==> src/hw/fqc_defs.svh <==
`ifndef FQC_DEFS_SVH
`define FQC_DEFS_SVH
// Register byte offsets (one word each)
`define FQC_OFF_CYC0 12'h000
`define FQC_OFF_CYC1 12'h004
`define FQC_OFF_CTL0 12'h008
`define FQC_OFF_CTL1 12'h00c
`define FQC_OFF_PER0 12'h010
`define FQC_OFF_EDG0 12'h014
`define FQC_OFF_PER1 12'h018
`define FQC_OFF_EDG1 12'h01c
`define FQC_OFF_STA 12'h020
`define FQC_OFF_FLT 12'h024
// Control word fields
`define FQC_CTL_START 8
`define FQC_CTL_STOP 9
// Field widths and reset values
`define FQC_CYC_W 23
`define FQC_PER_W 27
`define FQC_PER_MAX 27'h7ffffff
`define FQC_STOP_PER 32'h7fffffff
`define FQC_CYC_RST 23'h0003e8
// Timing: clock period and tick lengths in ns
`define FQC_CLK_NS 25
`define FQC_PER_TICK_NS 125
`define FQC_CYC_TICK_NS 1000
`define FQC_PER_DIV (`FQC_PER_TICK_NS / `FQC_CLK_NS)
`define FQC_CYC_DIV (`FQC_CYC_TICK_NS / `FQC_CLK_NS)
`endif

==> src/hw/fqc_pkg.sv <==
package fqc_pkg;
	typedef enum logic [1:0] {
		FQC_IDLE = 2'b01,
		FQC_RUN = 2'b10
	} fqc_mode_e;
	typedef logic [3:0] fqc_flt_t;
endpackage

==> src/hw/fqc_counter.sv <==
`timescale 1ns/1ps
`include "fqc_defs.svh"
// How it works
// - Each channel takes a 23-bit cycle length in microseconds.
// - Each input passes a debounce filter whose length is set per channel.
// - Writing control bit 8 starts cyclic measurement on that channel.
// - Each cycle reports edges counted from the previous cycle's last edge to this cycle's last.
// - The span from the edge before the first counted edge to the last counted edge is reported in 125 ns ticks on 27 bits.
// - A cycle with no rising edge reports the maximum period.
// - Period zero with count zero means the cycle was too short for a second edge.
// - A new cycle length applies only from the next cycle.
// - Writing control bit 9 stops measurement on that channel.
// - Stopping mid-cycle reports period 0x7fffffff and count zero.
// - Each channel holds its own cycle length and control word.
module fqc_counter #(
	parameter int NCH = 2
) (
	// Clock and reset
	input wire logic clk,
	input wire logic sys_rst,
	// AHB-Lite slave
	input wire logic hsel,
	input wire logic [31:0] haddr,
	input wire logic [1:0] htrans,
	input wire logic hwrite,
	input wire logic [2:0] hsize,
	input wire logic [31:0] hwdata,
	input wire logic hready,
	output logic [31:0] hrdata,
	output logic hreadyout,
	output logic hresp,
	// Pulse inputs from pins
	input wire logic [NCH-1:0] pulse_in,
	// Measurement active flags
	output logic [NCH-1:0] meas_active
);
	import fqc_pkg::*;

	typedef struct packed {
		logic [NCH-1:0][1:0] sync;
		logic [NCH-1:0] filt;
		logic [NCH-1:0] filt_prev;
		logic [NCH-1:0][3:0] fcnt;
		fqc_flt_t [NCH-1:0] flt_len;
		logic [2:0] ptick_cnt;
		logic [5:0] utick_cnt;
		logic [NCH-1:0][`FQC_CYC_W-1:0] cyc_len;
		logic [NCH-1:0][`FQC_CYC_W-1:0] cyc_cur;
		logic [NCH-1:0][`FQC_CYC_W-1:0] cyc_cnt;
		fqc_mode_e [NCH-1:0] mode;
		logic [NCH-1:0][`FQC_PER_W-1:0] tmr;
		logic [NCH-1:0][`FQC_PER_W-1:0] span;
		logic [NCH-1:0][31:0] edges;
		logic [NCH-1:0] seen;
		logic [NCH-1:0] hit;
		logic [NCH-1:0][31:0] per_out;
		logic [NCH-1:0][31:0] edg_out;
		logic [NCH-1:0][9:8] ctl;
		logic dph;
		logic dwr;
		logic [11:0] daddr;
		logic [31:0] rdata;
	} fqc_state_s;

	fqc_state_s s_q;
	fqc_state_s s_d;
	logic ptick;
	logic utick;
	logic [NCH-1:0] rise;
	logic [NCH-1:0] cyc_end;
	logic [NCH-1:0] start_req;
	logic [NCH-1:0] stop_req;
	logic aph;

	// Address phase accepted
	assign aph = hsel && hready && htrans[1];

	// Tick strobes and filtered rising edges
	assign ptick = (s_q.ptick_cnt == 3'(`FQC_PER_DIV - 1));
	assign utick = (s_q.utick_cnt == 6'(`FQC_CYC_DIV - 1));
	assign rise = s_q.filt & ~s_q.filt_prev;

	// Control writes decoded per channel
	always_comb begin
		start_req = '0;
		stop_req = '0;
		if (s_q.dph && s_q.dwr && s_q.daddr == `FQC_OFF_CTL0) begin
			start_req[0] = hwdata[`FQC_CTL_START];
			stop_req[0] = hwdata[`FQC_CTL_STOP];
		end
		if (NCH > 1 && s_q.dph && s_q.dwr && s_q.daddr == `FQC_OFF_CTL1) begin
			start_req[NCH-1] = hwdata[`FQC_CTL_START];
			stop_req[NCH-1] = hwdata[`FQC_CTL_STOP];
		end
	end

	// Next state
	always_comb begin
		s_d = s_q;
		s_d.ptick_cnt = ptick ? 3'h0 : s_q.ptick_cnt + 3'h1;
		s_d.utick_cnt = utick ? 6'h00 : s_q.utick_cnt + 6'h01;
		s_d.filt_prev = s_q.filt;
		cyc_end = '0;
		for (int c = 0; c < NCH; c++) begin
			// Two-flop synchroniser, only second stage read
			s_d.sync[c] = {s_q.sync[c][0], pulse_in[c]};
			// filter needs a stable level for flt_len + 1 ticks of 125 ns
			if (s_q.sync[c][1] == s_q.filt[c]) begin
				s_d.fcnt[c] = 4'h0;
			end else if (ptick) begin
				if (s_q.fcnt[c] >= s_q.flt_len[c]) begin
					s_d.filt[c] = s_q.sync[c][1];
					s_d.fcnt[c] = 4'h0;
				end else begin
					s_d.fcnt[c] = s_q.fcnt[c] + 4'h1;
				end
			end
			case (s_q.mode[c])
				FQC_IDLE: begin
					if (start_req[c] && !stop_req[c]) begin
						s_d.mode[c] = FQC_RUN;
						s_d.cyc_cur[c] = s_q.cyc_len[c];
						s_d.cyc_cnt[c] = '0;
						s_d.edges[c] = '0;
						s_d.seen[c] = 1'b0;
						s_d.hit[c] = 1'b0;
						s_d.tmr[c] = '0;
						s_d.span[c] = '0;
					end
				end
				FQC_RUN: begin
					// period timer in 125 ns ticks, saturating
					if (ptick && s_q.tmr[c] != `FQC_PER_MAX) begin
						s_d.tmr[c] = s_q.tmr[c] + 27'h1;
					end
					// each edge after the first closes the span from the edge that opened it
					if (rise[c]) begin
						s_d.seen[c] = 1'b1;
						s_d.hit[c] = 1'b1;
						if (s_q.seen[c]) begin
							s_d.span[c] = s_q.tmr[c];
							s_d.edges[c] = s_q.edges[c] + 32'h1;
						end else begin
							// First edge opens the span; its own tick is kept
							s_d.tmr[c] = {26'h0, ptick};
						end
					end
					if (utick) begin
						s_d.cyc_cnt[c] = s_q.cyc_cnt[c] + 23'h1;
					end
					cyc_end[c] = utick && (s_q.cyc_cnt[c] + 23'h1 >= s_q.cyc_cur[c]);
					if (stop_req[c]) begin
						s_d.mode[c] = FQC_IDLE;
						// aborted cycle reports period 0x7fffffff and no edges
						s_d.per_out[c] = `FQC_STOP_PER;
						s_d.edg_out[c] = '0;
					end else if (cyc_end[c]) begin
						if (!s_q.hit[c] && !rise[c]) begin
							s_d.per_out[c] = 32'(`FQC_PER_MAX);
							s_d.edg_out[c] = '0;
						end else begin
							// zero span and zero count mean too short
							s_d.per_out[c] = 32'(s_d.span[c]);
							s_d.edg_out[c] = s_d.edges[c];
						end
						// next cycle picks up the new length
						s_d.cyc_cur[c] = s_q.cyc_len[c];
						s_d.cyc_cnt[c] = '0;
						s_d.edges[c] = '0;
						s_d.hit[c] = 1'b0;
						// Last edge of this cycle starts the next span
						s_d.tmr[c] = s_d.tmr[c] - s_d.span[c];
						s_d.span[c] = '0;
					end
				end
				default: s_d.mode[c] = FQC_IDLE;
			endcase
		end
		// Bus data phase
		s_d.dph = aph;
		s_d.dwr = aph && hwrite;
		s_d.daddr = aph ? haddr[11:0] : s_q.daddr;
		if (s_q.dph && s_q.dwr) begin
			case (s_q.daddr)
				// separate length and control per channel
				`FQC_OFF_CYC0: s_d.cyc_len[0] = hwdata[`FQC_CYC_W-1:0];
				`FQC_OFF_CYC1: s_d.cyc_len[NCH-1] = hwdata[`FQC_CYC_W-1:0];
				`FQC_OFF_CTL0: s_d.ctl[0] = hwdata[9:8];
				`FQC_OFF_CTL1: s_d.ctl[NCH-1] = hwdata[9:8];
				`FQC_OFF_FLT: begin
					s_d.flt_len[0] = hwdata[3:0];
					s_d.flt_len[NCH-1] = hwdata[11:8];
				end
				default: ;
			endcase
		end
		// Read data registered at address phase
		s_d.rdata = 32'h0;
		if (aph && !hwrite) begin
			case (haddr[11:0])
				`FQC_OFF_CYC0: s_d.rdata = 32'(s_q.cyc_len[0]);
				`FQC_OFF_CYC1: s_d.rdata = 32'(s_q.cyc_len[NCH-1]);
				`FQC_OFF_CTL0: s_d.rdata = {22'h0, s_q.ctl[0], 8'h00};
				`FQC_OFF_CTL1: s_d.rdata = {22'h0, s_q.ctl[NCH-1], 8'h00};
				`FQC_OFF_PER0: s_d.rdata = s_q.per_out[0];
				`FQC_OFF_EDG0: s_d.rdata = s_q.edg_out[0];
				`FQC_OFF_PER1: s_d.rdata = s_q.per_out[NCH-1];
				`FQC_OFF_EDG1: s_d.rdata = s_q.edg_out[NCH-1];
				`FQC_OFF_STA: s_d.rdata = {30'h0, s_q.mode[NCH-1] == FQC_RUN, s_q.mode[0] == FQC_RUN};
				`FQC_OFF_FLT: s_d.rdata = {20'h0, s_q.flt_len[NCH-1], 4'h0, s_q.flt_len[0]};
				default: s_d.rdata = 32'h0;
			endcase
		end
	end

	// State register, synchronous reset
	always_ff @(posedge clk) begin
		if (sys_rst) begin
			s_q <= '0;
			for (int c = 0; c < NCH; c++) begin
				s_q.mode[c] <= FQC_IDLE;
				s_q.cyc_len[c] <= `FQC_CYC_RST;
				s_q.cyc_cur[c] <= `FQC_CYC_RST;
			end
		end else begin
			s_q <= s_d;
		end
	end

	// Outputs; zero wait states, always OKAY
	assign hreadyout = 1'b1;
	assign hresp = 1'b0;
	assign hrdata = s_q.rdata;
	generate
		for (genvar g = 0; g < NCH; g++) begin : g_act
			assign meas_active[g] = (s_q.mode[g] == FQC_RUN);
		end
	endgenerate

	// Checks
	AST_START: assert property (@(posedge clk) disable iff (sys_rst)
		(start_req[0] && !stop_req[0] && s_q.mode[0] == FQC_IDLE) |=> meas_active[0])
		else $error("start did not activate channel 0");
	AST_STOP: assert property (@(posedge clk) disable iff (sys_rst)
		(stop_req[0] && meas_active[0]) |=> !meas_active[0])
		else $error("stop did not end channel 0");
	AST_ABORT: assert property (@(posedge clk) disable iff (sys_rst)
		(stop_req[0] && meas_active[0]) |=> (s_q.per_out[0] == 32'h7fffffff && s_q.edg_out[0] == 32'h0))
		else $error("abort result wrong");
	AST_NOEDGE: assert property (@(posedge clk) disable iff (sys_rst)
		(cyc_end[0] && !stop_req[0] && !s_q.hit[0] && !rise[0]) |=> s_q.per_out[0] == 32'h07ffffff)
		else $error("empty cycle not max period");
	AST_PTICK: assert property (@(posedge clk) disable iff (sys_rst)
		ptick |=> !ptick [*4] ##1 ptick)
		else $error("125 ns tick spacing wrong");
	AST_RDZERO: assert property (@(posedge clk) disable iff (sys_rst)
		(aph && !hwrite && haddr[11:0] == 12'h00c) |=> hrdata[31:10] == 22'h0)
		else $error("reserved control bits not zero");
	AST_CYCLEN: assert property (@(posedge clk) disable iff (sys_rst)
		(meas_active[0] && !cyc_end[0] && !stop_req[0]) |=> $stable(s_q.cyc_cur[0]))
		else $error("cycle length changed mid-cycle");
	AST_SPAN: assert property (@(posedge clk) disable iff (sys_rst)
		(cyc_end[0] && !stop_req[0] && (s_q.hit[0] || rise[0])) |=> s_q.per_out[0][31:27] == 5'h0)
		else $error("period wider than 27 bits");
	AST_START1: assert property (@(posedge clk) disable iff (sys_rst)
		(start_req[NCH-1] && !stop_req[NCH-1] && s_q.mode[NCH-1] == FQC_IDLE) |=> meas_active[NCH-1])
		else $error("start did not activate last channel");
	AST_STOP1: assert property (@(posedge clk) disable iff (sys_rst)
		(stop_req[NCH-1] && meas_active[NCH-1]) |=> !meas_active[NCH-1])
		else $error("stop did not end last channel");
	AST_ABORT1: assert property (@(posedge clk) disable iff (sys_rst)
		(stop_req[NCH-1] && meas_active[NCH-1])
		|=> (s_q.per_out[NCH-1] == 32'h7fffffff && s_q.edg_out[NCH-1] == 32'h0))
		else $error("abort result wrong on last channel");
	AST_NOEDGE1: assert property (@(posedge clk) disable iff (sys_rst)
		(cyc_end[NCH-1] && !stop_req[NCH-1] && !s_q.hit[NCH-1] && !rise[NCH-1])
		|=> s_q.per_out[NCH-1] == 32'h07ffffff)
		else $error("empty cycle not max period on last channel");
	AST_UTICK: assert property (@(posedge clk) disable iff (sys_rst)
		utick |=> !utick ##39 utick)
		else $error("1 us tick spacing wrong");
	AST_EDGES: assert property (@(posedge clk) disable iff (sys_rst)
		(meas_active[0] && rise[0] && s_q.seen[0] && !cyc_end[0] && !stop_req[0])
		|=> s_q.edges[0] == $past(s_q.edges[0]) + 32'h1)
		else $error("counted edge not added");
	AST_FIRST: assert property (@(posedge clk) disable iff (sys_rst)
		(meas_active[0] && rise[0] && !s_q.seen[0] && !stop_req[0]) |=> (s_q.span[0] == 27'h0 && s_q.edges[0] == 32'h0))
		else $error("first edge did not open an empty span");
	AST_FILT: assert property (@(posedge clk) disable iff (sys_rst)
		(s_q.sync[0][1] == s_q.filt[0]) |=> $stable(s_q.filt[0]))
		else $error("filter moved without input change");
	AST_RDMAP: assert property (@(posedge clk) disable iff (sys_rst)
		(aph && !hwrite && haddr[11:0] > 12'h024) |=> hrdata == 32'h0)
		else $error("unmapped read not zero");
	AST_IDLE: assert property (@(posedge clk) disable iff (sys_rst)
		(!meas_active[0] && !(start_req[0] && !stop_req[0])) |=> !meas_active[0])
		else $error("channel 0 active without start");
	AST_CYCEND: assert property (@(posedge clk) disable iff (sys_rst)
		(meas_active[0] && cyc_end[0] && !stop_req[0]) |=> s_q.cyc_cur[0] == $past(s_q.cyc_len[0]))
		else $error("new cycle length not taken at cycle end");
	AST_RDLEN: assert property (@(posedge clk) disable iff (sys_rst)
		(aph && !hwrite && haddr[11:0] == 12'h000) |=> hrdata[31:23] == 9'h0)
		else $error("cycle length wider than 23 bits");
endmodule // fqc_counter

==> config.mk <==
export PLATFORM = sky130hd
export DESIGN_NAME = fqc_counter
export DESIGN_NICKNAME = d
export VERILOG_FILES = /design/src/hw/fqc_pkg.sv /design/src/hw/fqc_counter.sv
export VERILOG_INCLUDE_DIRS = /design/src /design/src/hw
export SDC_FILE = /design/constraint.sdc
export NUM_CORES = 1
export LEC_CHECK = 0
export ABC_AREA = 0
export ABC_CLOCK_PERIOD_IN_PS = 8300
export BUFFER_PORTS_ARGS = -buffer_cell sky130_fd_sc_hd__buf_2
export CORE_MARGIN = 2
export CORE_UTILIZATION = 46
export DETAILED_ROUTE_END_ITERATION = 8
export PLACE_DENSITY = 0.59
export SLEW_MARGIN = 15
export SYNTH_ARGS = -nofsm -noshare
export SYNTH_HDL_FRONTEND = slang
export SYNTH_SLANG_ARGS = --single-unit
==> constraint.sdc <==
create_clock -name clk -period 8.3 [get_ports clk]
set_clock_uncertainty 0.2 [all_clocks]
set_input_delay 0.415 -clock clk [delete_from_list [all_inputs] [get_ports clk]]
set_output_delay 0.415 -clock clk [all_outputs]
set_load 0.03 [all_outputs]
Word-level counts from Yosys, hierarchy flattened --
Cells that the tools add are included.
Storage, ports and cells: memories 0, memory bits (writable) 0, bits in read-only memories 0, output and inout port bits 36, bits in latches 0, word-level logic and storage cells 240, bits in registers 529, input bits 76
Cells by class: div/mod/pow operators 0, shift-type cells 0, $add $sub $neg 12, $mul 0, $lt $le $gt $ge 4, muxes and demuxes 97, reductions and logical operators 50, equal/unequal tests 33, bitwise operators 5
Operators by type and width (number):
- $mux 27 | 26
- $mux 32 | 20
- $mux 23 | 14
- $pmux 32 s10 | 1
- $pmux 27 s2 | 4
- $pmux 23 s2 | 4
- $pmux 32 s2 | 2
- $add 32x1->32 const B | 2
- $add 27x1->27 const B | 2
- $ne 27x27->1 const B | 2
- $sub 27x27->27 | 2
- $eq 12x4->1 const B | 4
- $eq 12x5->1 const B | 4
- $add 23x1->23 const B | 2
- $ge 23x23->1 | 2
- $eq 12x6->1 const B | 3
- $eq 12x3->1 const B | 2
- $logic_not 12->1 | 2
- $reduce_and 2->1 | 11
- $logic_and 1x1->1 | 15
- $mux 1 | 14
- $ne 2x1->1 const B | 6
- $reduce_and 3->1 | 4
- $reduce_or 2->1 | 5
- other kinds (20) | 48

Logic depth before layout (Yosys ltp) --
Gate-level depths: netlist (run 1).
word-level depth 10, depth in mapped cells 24, gate-level depth less buffers 19

Worst setup path before layout (run 1) --
Ideal clock, no wire load.
path type register -> register, from register s_q[381] (netlist bit), to register s_q[165] (netlist bit), path slack 3546 ps, data arrival time 4463 ps, period minus slack after synthesis 4754 ps, library setup time 91 ps, buffers on the path 3, stages on the path, launching flop included 20, data required time 8009 ps, cell sequence dfxtp_1 > ha_1 > nand3_2 > or4_1 > nor2_2 > nand3_1 > or2_1 > clkbuf_1 > nor2_1 > xor2_1 > ha_1 > a21o_1 > a21o_1 > a221o_1 > a32o_1 > a21oi_1 > nand2_1 > clkbuf_1 > clkbuf_1 > a311oi_1
Between the ends: longest elaborated chain between the ends 5
RTL lines:
- from (decl) | line fqc_counter.sv:65 | fqc_state_s s_q;
- $add 23x1->23 | line fqc_counter.sv:151 | cyc_end[c] = utick && (s_q.cyc_cnt[c] + 23'h1 >= s_q.cyc_cur[c]);
- $ge 23x23->1 | line fqc_counter.sv:151
- $logic_and 1x1->1 | line fqc_counter.sv:151
- $reduce_bool 2->1 (no source line)
- $reduce_and 2->1 (no source line)
Every way passes these cells. A chain may end at the register's enable or synchronous reset.

Final worst setup path (run 1) --
from register s_q[358] (netlist bit), to register s_q[325] (netlist bit)
Between the ends: longest elaborated chain between the ends 6
RTL lines:
- $add 23x1->23 | line fqc_counter.sv:151
- $ge 23x23->1 | line fqc_counter.sv:151
- $logic_and 1x1->1 | line fqc_counter.sv:151
- $mux 27 | line fqc_counter.sv:157 | end else if (cyc_end[c]) begin
- $mux 27 | line fqc_counter.sv:152 | if (stop_req[c]) begin
- $pmux 27 s2 | line fqc_counter.sv:118 | case (s_q.mode[c])
Every way passes these cells.

==> results of run 1 <==
per-layer routing:
layer  up-vias  wire length, um  global-route usage
met3       143             5790              0.0346
met4         2             2930              0.0991
li1      12200                -                   -
met1     12300            39900               0.379
met5         -               13                   0
met2       823            40700               0.447
repair_timing:
item,CTS,global route
buffers inserted,0,0
endpoints found under the hold margin,69,0
hold buffers,37,0
per-stage QoR:
step / cells / area (um^2) / setup slack [ns] / total power [mW] / util
2_1_floorplan: 3443 / 28000 / 3.55 / 2.62 / -
6_report: 4236 / 31000 / 2.12 / 5.37 / 0.514
3_5_place_dp: 4088 / 28600 / 2.26 / 2.66 / 0.474
3_3_place_gp: 4088 / 28600 / 2.42 / 2.66 / 0.474
4_1_cts: 4236 / 31000 / 2.22 / 5.41 / 0.514
5_1_grt: 4236 / 31000 / 1.71 / 5.53 / 0.514
worst max path at each step:
| stage | slack (ns) | endpoint | startpoint | depth (start not counted) |
|---|---|---|---|---|
| final | 2.12 | s_q[325] | s_q[358] | 18 |
| after global routing | 1.71 | s_q[362] | s_q[358] | 19 |
| after CTS | 2.22 | s_q[325] | s_q[358] | 18 |
| after detailed placement | 2.26 | s_q[325] | s_q[358] | 18 |
| after global placement | 2.42 | s_q[360] | s_q[358] | 19 |
| after floorplan | 3.55 | s_q[165] | s_q[381] | 19 |
placed cells by master, fill, tap and decap left out, types with 37 or more instances in the layout:
cell type / Yosys / routed
inv_1: 94 / 93
o21ai_0: 90 / 89
nand2_1: 411 / 410
buf_4: 43 / 40
nand4_1: 57 / 57
dfxtp_1: 521 / 521
nor2_1: 391 / 387
a311oi_1: 59 / 58
mux2i_1: 77 / 76
xnor2_1: 99 / 99
nor3_1: 71 / 71
and3_1: 50 / 49
xor2_1: 99 / 99
a22oi_1: 99 / 99
buf_2: 27 / 75
nand3_1: 118 / 118
a21o_1: 59 / 59
dlygate4sd3_1: 0 / 37
ha_1: 127 / 127
clkbuf_16: 0 / 59
a21oi_1: 342 / 340
cell families after synthesis:
kind of cell	Yosys count	synth area share
adder cells (fa/ha/maj)	129	0.0583
AND/OR/NAND/NOR	1262	0.208
multiplexers	100	0.0368
flip-flops	521	0.373
buffers and inverters	349	0.0542
other	2	0.000269
AO/OA/AOI/OAI	882	0.208
XOR/XNOR	198	0.0620
final cells by class:
type                            instances  area share
Sequential cell                       521       0.337
Timing Repair Buffer                  154      0.0349
Clock inverter                         28      0.0120
Tap cell                              782      0.0316
Clock buffer                           83      0.0538
Inverter                               95      0.0115
Multi-Input combinational cell       2573       0.520
sequential cells by signal, indices dropped and copies added (netlist names):
| signal | count |
|---|---|
| s_q | 485 |
| s_d | 4 |
| hrdata | 32 |
critical path, delay by kind of cell, from the launching register on:
family / cells / cell delay, ns
and+or+nand+nor: 9 / 3.06
AOI/OAI and AO/OA: 5 / 1.26
adders and majority gates: 2 / 0.56
DFF: 1 / 0.43
buffers and inverters: 1 / 0.28
xor gates and xnor gates: 1 / 0.19
report_power, final:
| part | total [mW] | internal [mW] | switching [mW] |
|---|---|---|---|
| clock | 2.74 | 1.62 | 1.12 |
| sequential | 2.51 | 2.51 | 0.00486 |
| combinational | 0.113 | 0.0343 | 0.0788 |
| total | 5.37 | 4.16 | 1.21 |
==> results list, run 1 <==
* Result of the run: finished clean
- For the pin with the worst max-slew slack, the measured transition is 1.22 ns.
* Critical path's slowest cell: or3_2
- The worst register-to-register path begins at s_q[358].
- Relative max-transition margin: 0.186
- At the worst endpoint, the arrival time is 6.44 ns.
- For hold timing, the worst endpoint is s_q[219].
* Core Region: 0.0602 mm^2
* WL per Instance: 21.1 um
* Vias per Instance: 6.01
* Reg-to-reg setup timing slack: 2.12 ns
- Counting instances in the post-synthesis netlist gives the leading cell types as dfxtp_1, nand2_1, nor2_1, a21oi_1, clkbuf_1.
* Part of the Yosys area used for sequential elements: 0.373
* VDD IR max: 0.171 mV
- Area taken by flip-flops and latches: 0.0104 mm^2
* Number of violations reported at the end of detailed-routing iteration 0: 2339
- Proportion of layout cells with a drive suffix above 1: 0.0828
- Cell types with the largest area share after synthesis: dfxtp_1, a21oi_1, ha_1
- Global router's overall resource usage: 0.276
* Clk sink count: 521
- On the worst path, the slowest cell contributes a delay of 0.96 ns.
* Die W: 251 um
- For the worst flop-to-flop path, the logic depth is 18.
- The max-slew violation count is 0.
- In this run the power density over the cells is 173 mW/mm^2.
- Cell area after synthesis: 0.0280 mm^2
- The worst register-to-register path ends at s_q[325].
- After clock tree synthesis, the clock-pin slew on the worst setup and hold paths is 0.06 ns.
* FFs w/ async S/R, synth: 0
* TritonCTS clock tree: yes
* Required time of the critical path: 8.56 ns
- Synthesis handed over a netlist of 3443 instances.
- Setup violations remaining at the end of the flow were counted as 0.
* Final period demand of the worst path: 6.18 ns
* Number of flip-flops and latches in the synthesized netlist: 521
* H-tree depth: 2
- For this run, the leading register cell type out of synthesis is dfxtp_1.
* Final nets: 3609
- The share of synthesized area in the top cell type comes to 0.373.
- Summed over all instances, the cell type with the most area after synthesis is dfxtp_1.
- Average instance area after synthesis: 8.12 um^2
* Maximum fanout count along the critical path: 46
- Gpl congestion: 0.943
- Count of different cell masters after synthesis: 85
* Post-Syn Nets: 3648
* First-pass iteration count of the detailed router: 6
* Fill count: 5692
* Count of pins on the block boundary: 112
* Row cnt: 90
- The routed layout has 25500 vias.
- Maximum number of pins on one net before global-route repair: 116
- Worst Hold Margin: 0.0871 ns
* HP Class: in2reg
- Count of buffers from port buffering: 76
- The root buffer cell chosen for the clock tree is clkbuf_16.
- Die outline height: 251 um
- Setup repair after global routing left no endpoint under its margin.
- Tcrit/Tclk final: 0.745
- The signal on the critical path passes through ha_1 > and3_1 > and3_1 > and3_1 > and3_1 > and3_1 > nand3_1 > xnor2_1 > ha_1 > nand4_1 > nor3_1 > o31ai_1 > a2111oi_2 > or3_2 > buf_12 > o311ai_1 > o21ai_1 > o221ai_1.
* Most common cell in the synthesized netlist: dfxtp_1
- Count of synthesis-stage warnings from yosys: 0
- At the later pin of the worst-skew pair, clock insertion delay measures 0.64 ns.
- The total overflow left after global routing is 0.
- Counting stages on the worst path, the most repeated cell is and3_1.
- The worst hold path begins at sys_rst.
- Area of the die: 0.0628 mm^2
- Number of antenna-violating nets in the routed design: 0
* Critical path endpoint category: register
- The worst hold path passes through 2 cells.
- HPWL reported at the end of detailed placement: 61.6 mm
* Count of flip-flops with a built-in enable after synthesis: 0
- STA classifies the critical path startpoint as a register.
- Summed over all cells, the static leakage comes to 11.3 nW.
* Max Root-Sink Buffers: 3
* Max frequency: 162 MHz
- Count of max-cap constraint violations: 0
* Area Overhead vs Synth: 10.9%
* Count of endpoints failing hold in the final timing report: 0
- Starting density of the core: 0.464
- Via count of the first global-routing pass: 23900
* Total wirelength of the detailed-routed design: 89.4 mm
* Number of antenna violations at the first check in global routing: 1
* Multi-input gate area: 0.0161 mm^2
- Setup total negative slack on the finished layout was measured at 0 ns.
- The first global-routing pass estimated 137 mm of wire.
- The critical path is of the reg2reg type.
- Inserted Diodes: 0
- The number of clock buffers added by TritonCTS is 59.
* Count of unresolved DRC violations after routing: 0
- The number of gates resized after CTS was 0.
Power figures use the tool's default switching activity.
==> run 2: changes to the inputs <==
Settings changed: ABC_CLOCK_PERIOD_IN_PS 8300 to 6300.
Clock period 8.3 ns to 6.3 ns, I/O delays scaled along.
==> run 2 against run 1 <==
Net effect:
- fmax grew 6.0%
- worst hold slack lost 0.027 ns
- clock power grew 31%
- sequential cell count is the same
- worst setup slack lost 1.6 ns
- first-iteration DRC count grew 7.5%
- critical endpoint is now s_q[324]
- combinational power grew 31%
- power grew 31%
- highest routed layer is now met4
- sequential power grew 32%
- core utilization grew 0.25 points
==> results list, run 2 (synthesis gave the netlist of run 1 again) <==
* Result of the run: finished clean
- Of the cells placed in the final design, the portion with a size suffix greater than 1 is 0.0857.
* Most frequent cells in the layout: dfxtp_1, nand2_1, nor2_1
* Count of max-cap constraint violations: 0
- The worst hold path terminates at s_q[34].
- Area of the die: 0.0628 mm^2
* Crit path arrival time: 6.17 ns
* Inserted Diodes: 0
- Vias per Instance: 5.99
* Number of antenna-violating nets in the routed design: 0
* Count of pins on the block boundary: 112
* Gpl congestion: 0.913
* HP Class: in2reg
- The initial antenna violation count is 0.
- Insertion delay to the later sink of the worst-skew pair: 0.63 ns
- Count of unresolved DRC violations after routing: 0
- For this run, the detailed router's first-pass iteration total came to 7.
- Static timing analysis puts the maximum clock frequency at 172 MHz.
- Static leakage power: 11.4 nW
- Post-layout total power: 7.06 mW
- Data on the critical path is required at its endpoint by 6.64 ns.
- Buffers added to address setup during post-CTS repair amount to 0.
- The critical path is of the reg2reg type.
- Setup repair after global routing left no endpoint under its margin.
* Wire length of the first global-routing pass: 136 mm
- The worst register-to-register path has a setup slack of 0.47 ns.
* Global router's overall resource usage: 0.273
- The max-slew violation count is 0.
- Headroom to the max-slew limit came out at 0.214.
- The register with the most flip-flops in the layout has 485 of them.
- Maximum number of pins on one net before global-route repair: 175
- R2R cell count: 17
- After legalization and detailed placement, the total HPWL measured 61.5 mm.
- Total power density per cell area: 227 mW/mm^2
* Buffer cell driving the clock tree root: clkbuf_16
- Max Root-Sink Buffers: 3
* Starting density of the core: 0.464
* Tcrit/Tclk final: 0.926
* Clk sink count: 521
- The total count of hold-check failures in the final report is 0.
* Via count: 25500
* Critical path endpoint category: register
- For this block, the routed nets add up to 88.1 mm of wire.
* Number of violations reported at the end of detailed-routing iteration 0: 2514
* Final count of negative-setup-slack endpoints: 0
- Worst slew pin tran: 1.18 ns
- H-tree depth: 2
- In this run the tool buffered the top-level ports with 76 buffer cells.
* Endpoint of the worst register-to-register path: s_q[324]
- Count of cells along the worst hold path: 4
- Row cnt: 90
- After detailed routing, the average wire length per cell comes to 20.8 um.
- The library cell used most frequently in the layout, excluding fill and tap cells, is dfxtp_1.
* Die outline height: 251 um
- After routing, the total negative slack on setup checks comes to 0 ns.
* Min-delay src: haddr[2]
- Area Overhead vs Synth: 11.4%
- Buffers inserted during clock tree synthesis total 58.
- In this run the worst path has a maximum fanout of 8.
- In this run the horizontal extent of the chip is 251 um.
- Final period demand of the worst path: 5.83 ns
* Via count of the first global-routing pass: 23900
* GRT overflow: 0
* Clock-pin transition on the worst setup and hold timing paths: 0.06 ns
- Final nets: 3620
* Worst reg2reg path startpoint: s_q[358]
- Largest reg by FF count: s_q
- Gates resized during post-CTS repair numbered 0.
- TritonCTS clock tree: yes
* VDD IR max: 0.201 mV
- Kind of start point of the critical path: register
- Core Region: 0.0602 mm^2
run 2: cell count changes in the layout (fill, tap and decap cells not counted), sizes merged:
cell	previous run	this run
buf	117	127
clkbuf	83	84
clkinvlp	5	1
clkinv	16	19
dlygate4sd3	37	39
inv	95	94
bufinv	7	6
run 2: report_power, final:
part           switching, mW  leakage [nW]  internal, mW
registers            0.00614          4.20          3.30
logic                  0.101          6.16        0.0465
clock network           1.45          1.02          2.15
run 2: stage by stage:
step / instances / area, um^2 / hold slack, ns / worst slack (ns) / utilization
detailed placement: 4098 / 28700 / 0.233 / 0.655 / 0.476
finish: 4246 / 31100 / 0.0599 / 0.469 / 0.517
global route: 4246 / 31100 / 0.0687 / 0.104 / 0.517
CTS: 4246 / 31100 / 0.0216 / 0.543 / 0.517
floorplan: 3443 / 28000 / 0.214 / 1.55 / -
global placement: 4098 / 28700 / 0.234 / 0.834 / 0.476
run 2: timing repair:
item	CTS	global route
hold endpoints to repair	112	0
hold buffers	39	0
endpoints found under the setup margin	0	0
run 2: how the worst max path moves through the flow:
| stage | startpoint | endpoint | slack, ns | depth (start not counted) |
|---|---|---|---|---|
| floorplan | s_q[381] | s_q[165] | 1.55 | 19 |
| global placement | s_q[358] | s_q[324] | 0.83 | 16 |
| detailed placement | s_q[358] | s_q[324] | 0.65 | 16 |
| CTS | s_q[358] | s_q[324] | 0.54 | 17 |
| global route | s_q[358] | s_q[324] | 0.10 | 17 |
| finish | s_q[358] | s_q[324] | 0.47 | 17 |
run 2: area by class of cell:
class,count,area [um^2]
Tap cell,782,978
Inverter,95,357
Clock buffer,84,1730
Timing Repair Buffer,166,1240
Fill cell,5646,29100
Clock inverter,25,310
Multi-Input combinational cell,2573,16100
Sequential cell,521,10400
run 2: routing by layer:
metal	track usage	vias to the layer above	wire (um)
met5	0	-	0
met4	0.123	0	4050
met3	0.0390	175	6420
met2	0.427	997	39000
met1	0.373	12100	38600
li1	-	12200	-
run 2: worst max-delay path, cell delays in order, from the launching register on:
cell and delay (ns):
dfxtp_1 0.42, ha_1 0.27, and3_1 0.25, and3_1 0.25
and3_1 0.26, and3_1 0.30, and3_1 0.32, nand3_1 0.22
nor2_1 0.18, xor2_1 0.10, ha_1 0.30, nand4_1 0.24
nor3_1 0.33, a211oi_1 0.14, o31ai_1 0.68, o21ai_1 0.49
or4_1 0.61, a31oi_1 0.18
